`src/rtl/result_trigger_consts.vh`:
```
`ifndef RESULT_TRIGGER_CONSTS_VH
`define RESULT_TRIGGER_CONSTS_VH

`define ADDR_CH3_HIGH       8'hA7
`define ADDR_CH4_LOW        8'hA8
`define ADDR_CH4_HIGH       8'hA9
`define ADDR_CH5_LOW        8'hAA
`define ADDR_CH5_HIGH       8'hAB
`define ADDR_CH6_LOW        8'hAC
`define ADDR_CH6_HIGH       8'hAD
`define ADDR_CH7_LOW        8'hAE
`define ADDR_CH7_HIGH       8'hAF
`define ADDR_OUT0_MASK      8'hC3
`define ADDR_OUT1_MASK      8'hC5
`define ADDR_OUT2_MASK      8'hC7
`define RESULT_RESET        16'h0000
`define MASK_RESET          8'h02
`define UNMAPPED_READ       8'h00
`define RESULT_HIGH_MSB     15
`define RESULT_HIGH_LSB     8
`define RESULT_LOW_MSB      7
`define RESULT_LOW_LSB      0
`define OUT_UPDATE_LEVEL    1'b1
`define READ_IDLE           8'h00
`define OUTPUT_RESET        3'h0

`endif

```
`src/rtl/result_trigger_regs.v`:
```
// Strobed register access was chosen for this implementation.
`timescale 1ns/1ps
`include "result_trigger_consts.vh"

// How it works
// RULE1 - Each channel's high result byte holds the first eight result bits, MSB aligned.
// RULE2 - Each channel's low result byte holds the next eight result bits.
// RULE3 - All result bytes are read-only and reset to zero.
// RULE4 - Low bytes sit at even addresses with the high byte just above, 0xA7 to 0xAF.
// RULE5 - Each output has an eight-bit mask, bit n for channel n, any channel mode.
// RULE6 - A set mask bit lets that channel's alert update the output.
// RULE7 - A clear mask bit makes that channel's alert have no effect.
// RULE8 - Masks are read/write and reset to 0x02.
// RULE9 - The masks of outputs 0, 1 and 2 sit at 0xC3, 0xC5 and 0xC7.
// RULE10 - Both bytes of a channel are loaded together from one conversion.
module result_trigger_regs (
    input  wire        MCLK,
    input  wire        RESET,
    input  wire [7:0]  ADDR,
    input  wire [7:0]  WDATA,
    input  wire        WR,
    input  wire        RD,
    output reg  [7:0]  RDATA,
    input  wire [7:0]  CONV_DONE,
    input  wire [15:0] CONV_RESULT,
    input  wire [7:0]  ALERT,
    input  wire [2:0]  OUT_VALUE,
    output reg  [2:0]  DIGITAL_OUTPUT
);
    // Conversion-done strobes of the channels this bank keeps.
    wire        ch3_load;
    wire        ch4_load;
    wire        ch5_load;
    wire        ch6_load;
    wire        ch7_load;

    // Result bytes of channels 3 to 7 as the pair registers hold them.
    wire [7:0]  ch3_result_high_byte;
    wire [7:0]  ch4_result_low_byte;
    wire [7:0]  ch4_result_high_byte;
    wire [7:0]  ch5_result_low_byte;
    wire [7:0]  ch5_result_high_byte;
    wire [7:0]  ch6_result_low_byte;
    wire [7:0]  ch6_result_high_byte;
    wire [7:0]  ch7_result_low_byte;
    wire [7:0]  ch7_result_high_byte;

    // Trigger masks and trigger requests of the three digital outputs.
    wire [7:0]  output0_alert_trigger_mask;
    wire [7:0]  output1_alert_trigger_mask;
    wire [7:0]  output2_alert_trigger_mask;
    wire        trigger0;
    wire        trigger1;
    wire        trigger2;

    // One select line per mapped register, and their union.
    wire        sel_ch3_high;
    wire        sel_ch4_low;
    wire        sel_ch4_high;
    wire        sel_ch5_low;
    wire        sel_ch5_high;
    wire        sel_ch6_low;
    wire        sel_ch6_high;
    wire        sel_ch7_low;
    wire        sel_ch7_high;
    wire        sel_out0_mask;
    wire        sel_out1_mask;
    wire        sel_out2_mask;
    wire        sel_mapped;

    // Write enables exist only for the masks.
    wire        out0_mask_we;
    wire        out1_mask_we;
    wire        out2_mask_we;

    // Each register's byte, gated by its own select.
    wire [7:0]  read_ch3_high;
    wire [7:0]  read_ch4_low;
    wire [7:0]  read_ch4_high;
    wire [7:0]  read_ch5_low;
    wire [7:0]  read_ch5_high;
    wire [7:0]  read_ch6_low;
    wire [7:0]  read_ch6_high;
    wire [7:0]  read_ch7_low;
    wire [7:0]  read_ch7_high;
    wire [7:0]  read_out0_mask;
    wire [7:0]  read_out1_mask;
    wire [7:0]  read_out2_mask;
    wire [7:0]  read_mux;

    reg  [7:0]  rdata_d;
    reg  [2:0]  digital_output_d;

    // Bits 0 to 2 belong to channels whose results are kept outside this bank.
    assign ch3_load = CONV_DONE[3]; // RULE10
    assign ch4_load = CONV_DONE[4]; // RULE10
    assign ch5_load = CONV_DONE[5]; // RULE10
    assign ch6_load = CONV_DONE[6]; // RULE10
    assign ch7_load = CONV_DONE[7]; // RULE10

    // Channel 3's low byte lives outside this bank, so that output is left open.
    result_pair_reg u_ch3_pair (
        .clk       (MCLK),
        .rst       (RESET),
        .load      (ch3_load),
        .result    (CONV_RESULT),
        .high_byte (ch3_result_high_byte),
        .low_byte  ()
    );

    result_pair_reg u_ch4_pair (
        .clk       (MCLK),
        .rst       (RESET),
        .load      (ch4_load),
        .result    (CONV_RESULT),
        .high_byte (ch4_result_high_byte),
        .low_byte  (ch4_result_low_byte)
    );

    result_pair_reg u_ch5_pair (
        .clk       (MCLK),
        .rst       (RESET),
        .load      (ch5_load),
        .result    (CONV_RESULT),
        .high_byte (ch5_result_high_byte),
        .low_byte  (ch5_result_low_byte)
    );

    result_pair_reg u_ch6_pair (
        .clk       (MCLK),
        .rst       (RESET),
        .load      (ch6_load),
        .result    (CONV_RESULT),
        .high_byte (ch6_result_high_byte),
        .low_byte  (ch6_result_low_byte)
    );

    result_pair_reg u_ch7_pair (
        .clk       (MCLK),
        .rst       (RESET),
        .load      (ch7_load),
        .result    (CONV_RESULT),
        .high_byte (ch7_result_high_byte),
        .low_byte  (ch7_result_low_byte)
    );

    output_trigger u_out0_trigger (
        .clk        (MCLK),
        .rst        (RESET),
        .mask_we    (out0_mask_we),
        .mask_wdata (WDATA),
        .alert      (ALERT),
        .mask       (output0_alert_trigger_mask),
        .trigger    (trigger0)
    );

    output_trigger u_out1_trigger (
        .clk        (MCLK),
        .rst        (RESET),
        .mask_we    (out1_mask_we),
        .mask_wdata (WDATA),
        .alert      (ALERT),
        .mask       (output1_alert_trigger_mask),
        .trigger    (trigger1)
    );

    output_trigger u_out2_trigger (
        .clk        (MCLK),
        .rst        (RESET),
        .mask_we    (out2_mask_we),
        .mask_wdata (WDATA),
        .alert      (ALERT),
        .mask       (output2_alert_trigger_mask),
        .trigger    (trigger2)
    );

    assign sel_ch3_high  = (ADDR == `ADDR_CH3_HIGH);
    assign sel_ch4_low   = (ADDR == `ADDR_CH4_LOW); // RULE4
    assign sel_ch4_high  = (ADDR == `ADDR_CH4_HIGH); // RULE4
    assign sel_ch5_low   = (ADDR == `ADDR_CH5_LOW); // RULE4
    assign sel_ch5_high  = (ADDR == `ADDR_CH5_HIGH); // RULE4
    assign sel_ch6_low   = (ADDR == `ADDR_CH6_LOW); // RULE4
    assign sel_ch6_high  = (ADDR == `ADDR_CH6_HIGH); // RULE4
    assign sel_ch7_low   = (ADDR == `ADDR_CH7_LOW); // RULE4
    assign sel_ch7_high  = (ADDR == `ADDR_CH7_HIGH); // RULE4
    assign sel_out0_mask = (ADDR == `ADDR_OUT0_MASK); // RULE9
    assign sel_out1_mask = (ADDR == `ADDR_OUT1_MASK); // RULE9
    assign sel_out2_mask = (ADDR == `ADDR_OUT2_MASK); // RULE9

    assign sel_mapped = sel_ch3_high
                      | sel_ch4_low
                      | sel_ch4_high
                      | sel_ch5_low
                      | sel_ch5_high
                      | sel_ch6_low
                      | sel_ch6_high
                      | sel_ch7_low
                      | sel_ch7_high
                      | sel_out0_mask
                      | sel_out1_mask
                      | sel_out2_mask;

    // Result addresses get no write enable, so a write there is simply dropped.
    assign out0_mask_we = WR & sel_out0_mask; // RULE9
    assign out1_mask_we = WR & sel_out1_mask; // RULE9
    assign out2_mask_we = WR & sel_out2_mask; // RULE9

    assign read_ch3_high  = {8{sel_ch3_high}} & ch3_result_high_byte;
    assign read_ch4_low   = {8{sel_ch4_low}} & ch4_result_low_byte;
    assign read_ch4_high  = {8{sel_ch4_high}} & ch4_result_high_byte;
    assign read_ch5_low   = {8{sel_ch5_low}} & ch5_result_low_byte;
    assign read_ch5_high  = {8{sel_ch5_high}} & ch5_result_high_byte;
    assign read_ch6_low   = {8{sel_ch6_low}} & ch6_result_low_byte;
    assign read_ch6_high  = {8{sel_ch6_high}} & ch6_result_high_byte;
    assign read_ch7_low   = {8{sel_ch7_low}} & ch7_result_low_byte;
    assign read_ch7_high  = {8{sel_ch7_high}} & ch7_result_high_byte;
    assign read_out0_mask = {8{sel_out0_mask}} & output0_alert_trigger_mask;
    assign read_out1_mask = {8{sel_out1_mask}} & output1_alert_trigger_mask;
    assign read_out2_mask = {8{sel_out2_mask}} & output2_alert_trigger_mask;

    // The selects are exclusive, so the OR of the gated bytes is the read mux.
    assign read_mux = read_ch3_high
                    | read_ch4_low
                    | read_ch4_high
                    | read_ch5_low
                    | read_ch5_high
                    | read_ch6_low
                    | read_ch6_high
                    | read_ch7_low
                    | read_ch7_high
                    | read_out0_mask
                    | read_out1_mask
                    | read_out2_mask;

    always @* begin
        rdata_d = `READ_IDLE;
        if (RD) begin
            if (sel_mapped) begin
                rdata_d = read_mux;
            end else begin
                rdata_d = `UNMAPPED_READ;
            end
        end
    end

    // Read data stand for the one cycle after the strobe and are zero otherwise.
    always @(posedge MCLK) begin
        if (RESET) begin
            RDATA <= `READ_IDLE;
        end else begin
            RDATA <= rdata_d;
        end
    end

    // A trigger loads the output's programmed value; without one the output holds.
    always @* begin
        digital_output_d = DIGITAL_OUTPUT;
        if (trigger0 == `OUT_UPDATE_LEVEL) begin
            digital_output_d[0] = OUT_VALUE[0]; // RULE6 RULE7
        end
        if (trigger1 == `OUT_UPDATE_LEVEL) begin
            digital_output_d[1] = OUT_VALUE[1]; // RULE6 RULE7
        end
        if (trigger2 == `OUT_UPDATE_LEVEL) begin
            digital_output_d[2] = OUT_VALUE[2]; // RULE6 RULE7
        end
    end

    always @(posedge MCLK) begin
        if (RESET) begin
            DIGITAL_OUTPUT <= `OUTPUT_RESET;
        end else begin
            DIGITAL_OUTPUT <= digital_output_d;
        end
    end
endmodule

```
`src/rtl/result_pair_reg.v`:
```
`timescale 1ns/1ps
`include "result_trigger_consts.vh"

// Holds both bytes of one channel's latest result, loaded in the same edge.
module result_pair_reg (
    input  wire        clk,
    input  wire        rst,
    input  wire        load,
    input  wire [15:0] result,
    output wire [7:0]  high_byte,
    output wire [7:0]  low_byte
);
    reg [15:0] value_q;

    always @(posedge clk) begin
        if (rst) begin
            value_q <= `RESULT_RESET; // RULE3
        end else if (load) begin
            value_q <= result; // RULE10
        end
    end

    assign high_byte = value_q[`RESULT_HIGH_MSB:`RESULT_HIGH_LSB]; // RULE1
    assign low_byte  = value_q[`RESULT_LOW_MSB:`RESULT_LOW_LSB]; // RULE2
endmodule

```
`src/rtl/output_trigger.v`:
```
`timescale 1ns/1ps
`include "result_trigger_consts.vh"

// One digital output: a trigger mask register and the gated event update.
module output_trigger (
    input  wire       clk,
    input  wire       rst,
    input  wire       mask_we,
    input  wire [7:0] mask_wdata,
    input  wire [7:0] alert,
    output wire [7:0] mask,
    output wire       trigger
);
    reg [7:0] mask_q;

    always @(posedge clk) begin
        if (rst) begin
            mask_q <= `MASK_RESET; // RULE8
        end else if (mask_we) begin
            mask_q <= mask_wdata; // RULE8
        end
    end

    assign mask = mask_q;
    // Bit n of the mask selects channel n, whatever the channel's mode.
    assign trigger = |(alert & mask_q); // RULE5 RULE6 RULE7
endmodule

```
`config.mk`:
```
export PLATFORM = sky130hd
export DESIGN_NAME = result_trigger_regs
export DESIGN_NICKNAME = d
export VERILOG_FILES = /design/src/rtl/result_trigger_regs.v /design/src/rtl/result_pair_reg.v /design/src/rtl/output_trigger.v
export VERILOG_INCLUDE_DIRS = /design/src /design/src/rtl
export SDC_FILE = /design/constraint.sdc
export NUM_CORES = 1
export LEC_CHECK = 0
export ABC_AREA = 1
export ABC_CLOCK_PERIOD_IN_PS = 1160
export BUFFER_PORTS_ARGS = -buffer_cell sky130_fd_sc_hd__buf_2
export CAP_MARGIN = 25
export CELL_PAD_IN_SITES_DETAIL_PLACEMENT = 0
export CELL_PAD_IN_SITES_GLOBAL_PLACEMENT = 1
export CORE_UTILIZATION = 41
export CTS_CLUSTER_SIZE = 10
export DETAILED_ROUTE_END_ITERATION = 16
export HOLD_SLACK_MARGIN = 0.15
export PLACE_DENSITY = 0.87
export SLEW_MARGIN = 30
export SYNTH_ARGS = -nofsm -noshare
export SYNTH_HDL_FRONTEND = slang
export SYNTH_SLANG_ARGS = --single-unit
```
`constraint.sdc`:
```
create_clock -name MCLK -period 1.16 [get_ports MCLK]
set_input_delay 0 -clock MCLK [delete_from_list [all_inputs] [get_ports MCLK]]
set_output_delay 0 -clock MCLK [all_outputs]
set_load 0.01 [all_outputs]
```
==> results of run 1 <==
==> where the power goes <==
| part | internal, mW | leakage (nW) | total (mW) | switching, mW |
|---|---|---|---|---|
| Combinational | 0.391 | 1.81 | 0.930 | 0.539 |
| Clock | 1.75 | 0.144 | 3.18 | 1.44 |
| Sequential | 3.85 | 0.881 | 3.95 | 0.102 |
==> metal layers <==
layer	vias up	GRT usage	wire, um
met5	-	0	0
met4	0	0.08267	442
met3	32	0.05631	1442
met2	267	0.4186	7666
met1	2405	0.3405	7132
li1	2536	-	-
==> registers in the layout (all words and copies together) (netlist names) <==
| register | count |
|---|---|
| u_ch7_pair.value_q | 16 |
| u_out1_trigger.mask | 8 |
| u_ch3_pair.value_q | 8 |
| u_out2_trigger.mask | 8 |
| u_ch4_pair.value_q | 16 |
| u_ch6_pair.value_q | 16 |
| RDATA | 8 |
| u_ch5_pair.value_q | 16 |
| DIGITAL_OUTPUT | 3 |
| u_out0_trigger.mask | 8 |
==> area by class of cell <==
class,instances,area [sq um],area share
Multi-Input combinational cell,526,2415,0.3841
Tap cell,143,178.9,0.02846
Sequential cell,107,2142,0.3407
Inverter,38,150.1,0.02388
Clock buffer,11,242.7,0.03861
Timing Repair Buffer,130,1101,0.1751
Clock inverter,4,57.56,0.009154
==> logic make-up (layout without fill, tap and decap cells) <==
kind of cell,after synthesis,after routing
simple gates,404,404
compound gates,122,122
buf+inv,70,183
flops,107,107
==> repair_timing <==
item	in CTS	in global routing
hold buffers	39	0
setup buffers	0	2
setup endpoints to repair	0	84
gates resized for setup	0	6
endpoints found under the hold margin	107	0
==> placed cells by master, fill, tap and decap left out, drive strengths merged <==
master / instances
buf: 86
dfxtp: 107
clkinvlp: 3
o21ai: 88
a22o: 4
nor2: 198
clkbuf: 16
nand2: 89
a21oi: 24
dlygate4sd3: 39
nand3: 99
nand4: 16
o22ai: 6
inv: 38
and2: 2
bufinv: 1
==> path summary, 6_finish.rpt <==
| check | from | endpoint | slack, ns | cells after the start |
|---|---|---|---|---|
| setup / recovery | RESET | u_out2_trigger.mask[7] | 0.02 | 7 |
| hold / removal | CONV_DONE[5] | u_ch5_pair.value_q[7] | 0.16 | 4 |
| setup reg to reg | u_out2_trigger.mask[0] | DIGITAL_OUTPUT[2] | 0.08 | 6 |
| hold reg to reg | u_out2_trigger.mask[3] | u_out2_trigger.mask[3] | 0.49 | 2 |
==> critical path, stage by stage <==
cell                            delay (ns)
sky130_fd_sc_hd__dlygate4sd3_1        0.54
sky130_fd_sc_hd__buf_4                0.19
sky130_fd_sc_hd__clkinvlp_4           0.09
sky130_fd_sc_hd__buf_12               0.14
sky130_fd_sc_hd__buf_8                0.21
sky130_fd_sc_hd__o21ai_0              0.12
sky130_fd_sc_hd__a21oi_1              0.12
==> stage by stage <==
| stage | hold WS, ns | area [sq um] | setup TNS, ns |
|---|---|---|---|
| global route | 0.1837 | 6287 | 0 |
| CTS | 0.1549 | 6120 | 0 |
| detailed placement | 0.2528 | 5429 | -1.998 |
| floorplan | 0.1132 | 4858 | 0 |
| finish | 0.1576 | 6287 | 0 |
| global placement | 0.2499 | 5429 | -0.9575 |
==> reports/metrics.json, run 1 <==
{
  "initial_utilization": 0.4237,
  "count_of_flip_flops_with_a_built_in_enable_after_synthesis": 0,
  "timing.critical_path.fanout_max": 22,
  "tritoncts": "yes",
  "synth-compound-area-share": 0.1326,
  "leakagePower_nw": 2.835,
  "avgRoutedWirePerCell_um": 17.40,
  "finalCoreUtilization": 0.5483,
  "grt_max_degree": 90,
  "grt_pass1_vias": 4821,
  "synth_top_family_by_area": "simple AND/OR/NAND/NOR gates",
  "horizontal_die_dimension_um": 110.9,
  "drt-pass1-iter-count": 5,
  "synthXorXnorAreaFrac": 0,
  "finalWeightedCongestion": 0.8721,
  "crit_required_ns": 1.45,
  "max_clock_freq_mhz": 880.6,
  "detailedPlacementHpwl_um": 10940,
  "setup_repair_after_global_routing_missed_its_margin": "false",
  "nNetsFinal": 867,
  "design.core.area_sq_um": 11470,
  "cts_num_sinks": 107,
  "synthesized_net_count": 758,
  "synthSimpleGateAreaFrac": 0.3644,
  "clk_transition_reported_paths_ns": 0.07,
  "ir_drop_uv": 1119,
  "clk_skew_ns": 0.006204,
  "final_layout_size_suffix_gt1_frac": 0.1605,
  "worst_hold_path_type": "input pin to register",
  "p_per_area_nw_per_um2": 1283,
  "antenna_found_initial": 0,
  "drv_slew": 0,
  "synth_cells": 703,
  "grtUsageTotal": 0.2578,
  "classification_of_the_worst_setup_path": "input pin to register",
  "totalPowerFinal_mw": 8.068,
  "clock_tree.root_cell": "sky130_fd_sc_hd__clkbuf_16",
  "port_buffers": 62,
  "postRouteWirelength_um": 16680,
  "mappedNetlistArea_sq_um": 4858,
  "vias": 5240,
  "final_period_minus_worst_setup_slack_ns": 1.136,
  "core.rowCount": 39,
  "ys.warnings.count": 0,
  "finalHoldViolCount": 0,
  "syn-mean-instance-area_sq_um": 6.911,
  "flip_flop_and_latch_count_after_synthesis": 107,
  "post_synth_top_area_share": 0.4409,
  "grt.overflow.total": 0,
  "timing.max_cap.violations": 0,
  "yosysMostFrequentCell": "sky130_fd_sc_hd__nor2_1",
  "wire_length_of_the_first_global_routing_pass_um": 24740,
  "synth.cells.most_frequent": "189 x sky130_fd_sc_hd__nor2_1, 107 x sky130_fd_sc_hd__dfxtp_1, 97 x sky130_fd_sc_hd__nand3_1",
  "drtIter0Drc": 633,
  "tritoncts.num_buffers": 9,
  "cts.path.max_buffers": 2,
  "fin_cells": 959,
  "placed_cells": 898,
  "worstSkewPairLatency_ns": 0.35,
  "yosys_most_used_dff": "sky130_fd_sc_hd__dfxtp_1",
  "arrival_ns": 1.42,
  "timing.critical_path.to_type": "register",
  "drcViolationCount": 0,
  "cts.htree.levels": 3,
  "synth-async-reset-ratio": 0,
  "cp-start-kind": "input pin",
  "synthDominantAreaCellType": "sky130_fd_sc_hd__dfxtp_1",
  "worst-slew-pin-transition_ns": 0.7175,
  "layout_worst_path_cycle_share": 0.9790,
  "post_synth_main_area_contributors": "sky130_fd_sc_hd__dfxtp_1 44%, sky130_fd_sc_hd__nor2_1 15%, sky130_fd_sc_hd__nand3_1 10%",
  "synth.area.mux_share": 0,
  "floorplan.die_area_sq_um": 12290,
  "sequential_element_share_of_the_synthesized_area": 0.4409,
  "antenna_left": 0,
  "setup_viol": 0,
  "status": "complete, no violations",
  "chipHeight_um": 110.9,
  "synth.distinct_cells": 25,
  "post-place-ws_ns": -0.2139,
  "postLayoutSetupSlackWorst_ns": 0.02438,
  "post_synth_fa_ha_maj_area_fraction": 0,
  "fillers": 1127,
  "antenna-diode-count": 0,
  "via_per_inst": 5.464,
  "slew_margin_rel": 0.5199,
  "layout-area-overhead-vs-synth_pct": 29.41,
  "io_pins": 66
}
Note: power is estimated with default switching activity, not from simulation.
==> run 2: changes to the inputs <==
Settings changed: PLACE_DENSITY 0.87 to not set, PLACE_DENSITY_LB_ADDON set to 0.1.
==> reports/metrics.json, run 2 (same netlist as run 1, synthesis figures left out) <==
{
  "avgRoutedWirePerCell_um": 17.10,
  "timing.critical_path.to_type": "register",
  "wire_length_of_the_first_global_routing_pass_um": 26680,
  "slew_margin_rel": 0.5283,
  "antenna-diode-count": 0,
  "chipHeight_um": 110.9,
  "floorplan.die_area_sq_um": 12290,
  "clock_tree.root_cell": "sky130_fd_sc_hd__clkbuf_16",
  "drv_slew": 0,
  "clk_transition_reported_paths_ns": 0.08,
  "cts_num_sinks": 107,
  "p_per_area_nw_per_um2": 1247,
  "drt-pass1-iter-count": 5,
  "detailedPlacementHpwl_um": 11540,
  "timing.max_cap.violations": 0,
  "classification_of_the_worst_setup_path": "input pin to register",
  "worst_hold_path_type": "input pin to register",
  "grt_max_degree": 51,
  "grt_pass1_vias": 5114,
  "via_per_inst": 5.282,
  "mostFrequentLayoutCells": "188 x sky130_fd_sc_hd__nor2_1, 107 x sky130_fd_sc_hd__dfxtp_1, 97 x sky130_fd_sc_hd__nand3_1",
  "setup_viol": 0,
  "horizontal_die_dimension_um": 110.9,
  "max_clock_freq_mhz": 887.6,
  "port_buffers": 62,
  "core.rowCount": 39,
  "design.core.area_sq_um": 11470,
  "totalPowerFinal_mw": 7.818,
  "leakagePower_nw": 2.859,
  "finalWeightedCongestion": 0.8584,
  "antenna_found_initial": 0,
  "worst-slew-pin-transition_ns": 0.7050,
  "layout_worst_path_cycle_share": 0.9712,
  "cp_cell_sequence": "dlygate4sd3_1 -> buf_2 -> nor2_2 -> dlygate4sd3_1 -> nor2_1",
  "hold_ws_ns": 0.1353,
  "clk_skew_ns": 0.01066,
  "timing.critical_path.fanout_max": 4,
  "crit_required_ns": 1.42,
  "final_layout_size_suffix_gt1_frac": 0.1548,
  "worstSkewPairLatency_ns": 0.35,
  "vias": 5124,
  "grtUsageTotal": 0.2809,
  "antenna_left": 0,
  "tritoncts": "yes",
  "tritoncts.num_buffers": 9,
  "bufs_and_invs_on_worst_path": 3,
  "grt.overflow.total": 0,
  "fillers": 1141,
  "postLayoutCellArea_sq_um": 6271,
  "finalHoldViolCount": 0,
  "cts.path.max_buffers": 2,
  "timing.critical_path.mode_cell": "sky130_fd_sc_hd__dlygate4sd3_1",
  "drtIter0Drc": 294,
  "arrival_ns": 1.38,
  "io_pins": 66,
  "drcViolationCount": 0,
  "cts.htree.levels": 3,
  "placement.cell_area_sq_um": 5474,
  "layout-area-overhead-vs-synth_pct": 29.08,
  "worst_path_dominant_cell_family": "buffers and inverters",
  "ir_drop_uv": 1252,
  "cp-start-kind": "input pin",
  "mostFrequentLayoutCell": "sky130_fd_sc_hd__nor2_1",
  "nNetsFinal": 877,
  "final_period_minus_worst_setup_slack_ns": 1.127,
  "critical-path-max-stage-delay_ns": 0.55,
  "postRouteWirelength_um": 16590,
  "status": "complete, no violations",
  "initial_utilization": 0.4237,
  "crit_slowest_cell": "sky130_fd_sc_hd__dlygate4sd3_1"
}
-- run 2: cell types whose count changed in the layout (fill, tap and decap cells not counted), sizes merged --
cell	previous run	this run
dlymetal6s4s	0	2
bufinv	1	0
clkbuf	16	11
dlygate4sd3	39	50
clkinvlp	3	0
clkinv	0	2
buf	86	88
inv	38	41
-- run 2: cell type report --
type	instances	area, sq um	area share
clock buffers	11	232.7	0.03711
clock inverters	5	46.29	0.007382
well taps	143	178.9	0.02853
repair buffers	140	1111	0.1772
multi-input cells	526	2417	0.3855
flip-flops and latches	107	2142	0.3416
inverters	38	142.6	0.02275
-- run 2: worst paths after layout --
kind	startpoint	to	slack [ns]	cells after the start
max	CONV_RESULT[2]	u_ch5_pair.value_q[2]	0.03	5
min reg2reg	u_out2_trigger.mask[7]	u_out2_trigger.mask[7]	0.48	2
min	CONV_RESULT[3]	u_ch4_pair.value_q[3]	0.14	3
max reg2reg	u_out1_trigger.mask[2]	DIGITAL_OUTPUT[1]	0.14	6
-- run 2: routing by layer --
layer,vias to the layer above,part of all wire,track usage
met3,27,0.062,0.05741
met1,2363,0.44,0.3460
met4,0,0.029,0.1093
met2,168,0.47,0.4795
met5,-,0,0
li1,2566,-,-
-- run 2: where the power goes --
group / leakage, nW / internal [mW] / switching [mW]
Clock: 0.137 / 1.50 / 1.46
Combinational: 1.84 / 0.382 / 0.525
Sequential: 0.881 / 3.85 / 0.104
-- run 2: tightest hold or removal path: stages --
cell and delay [ns]:
sky130_fd_sc_hd__dlymetal6s4s_1 0.28, sky130_fd_sc_hd__nor2_1 0.08, sky130_fd_sc_hd__nor2_1 0.10
-- run 2: repair_timing --
action | 4_1_cts | 5_1_grt
hold buffers | 52 | 1
gates resized for setup | 0 | 4
setup buffers | 0 | 0
setup endpoints to repair | 0 | 7
hold endpoints to repair | 107 | 1
-- run 2: through the flow --
stage,setup TNS (ns),utilization,instances,worst slack (ns)
3_5_place_dp,-1.797,0.4774,904,-0.1409
6_report,0,0.5469,970,0.03341
4_1_cts,0,0.5471,972,0.05589
3_3_place_gp,-1.522,0.4774,904,-0.1103
5_1_grt,-0.005335,0.5469,970,-0.005335
2_1_floorplan,0,-,703,0.1993
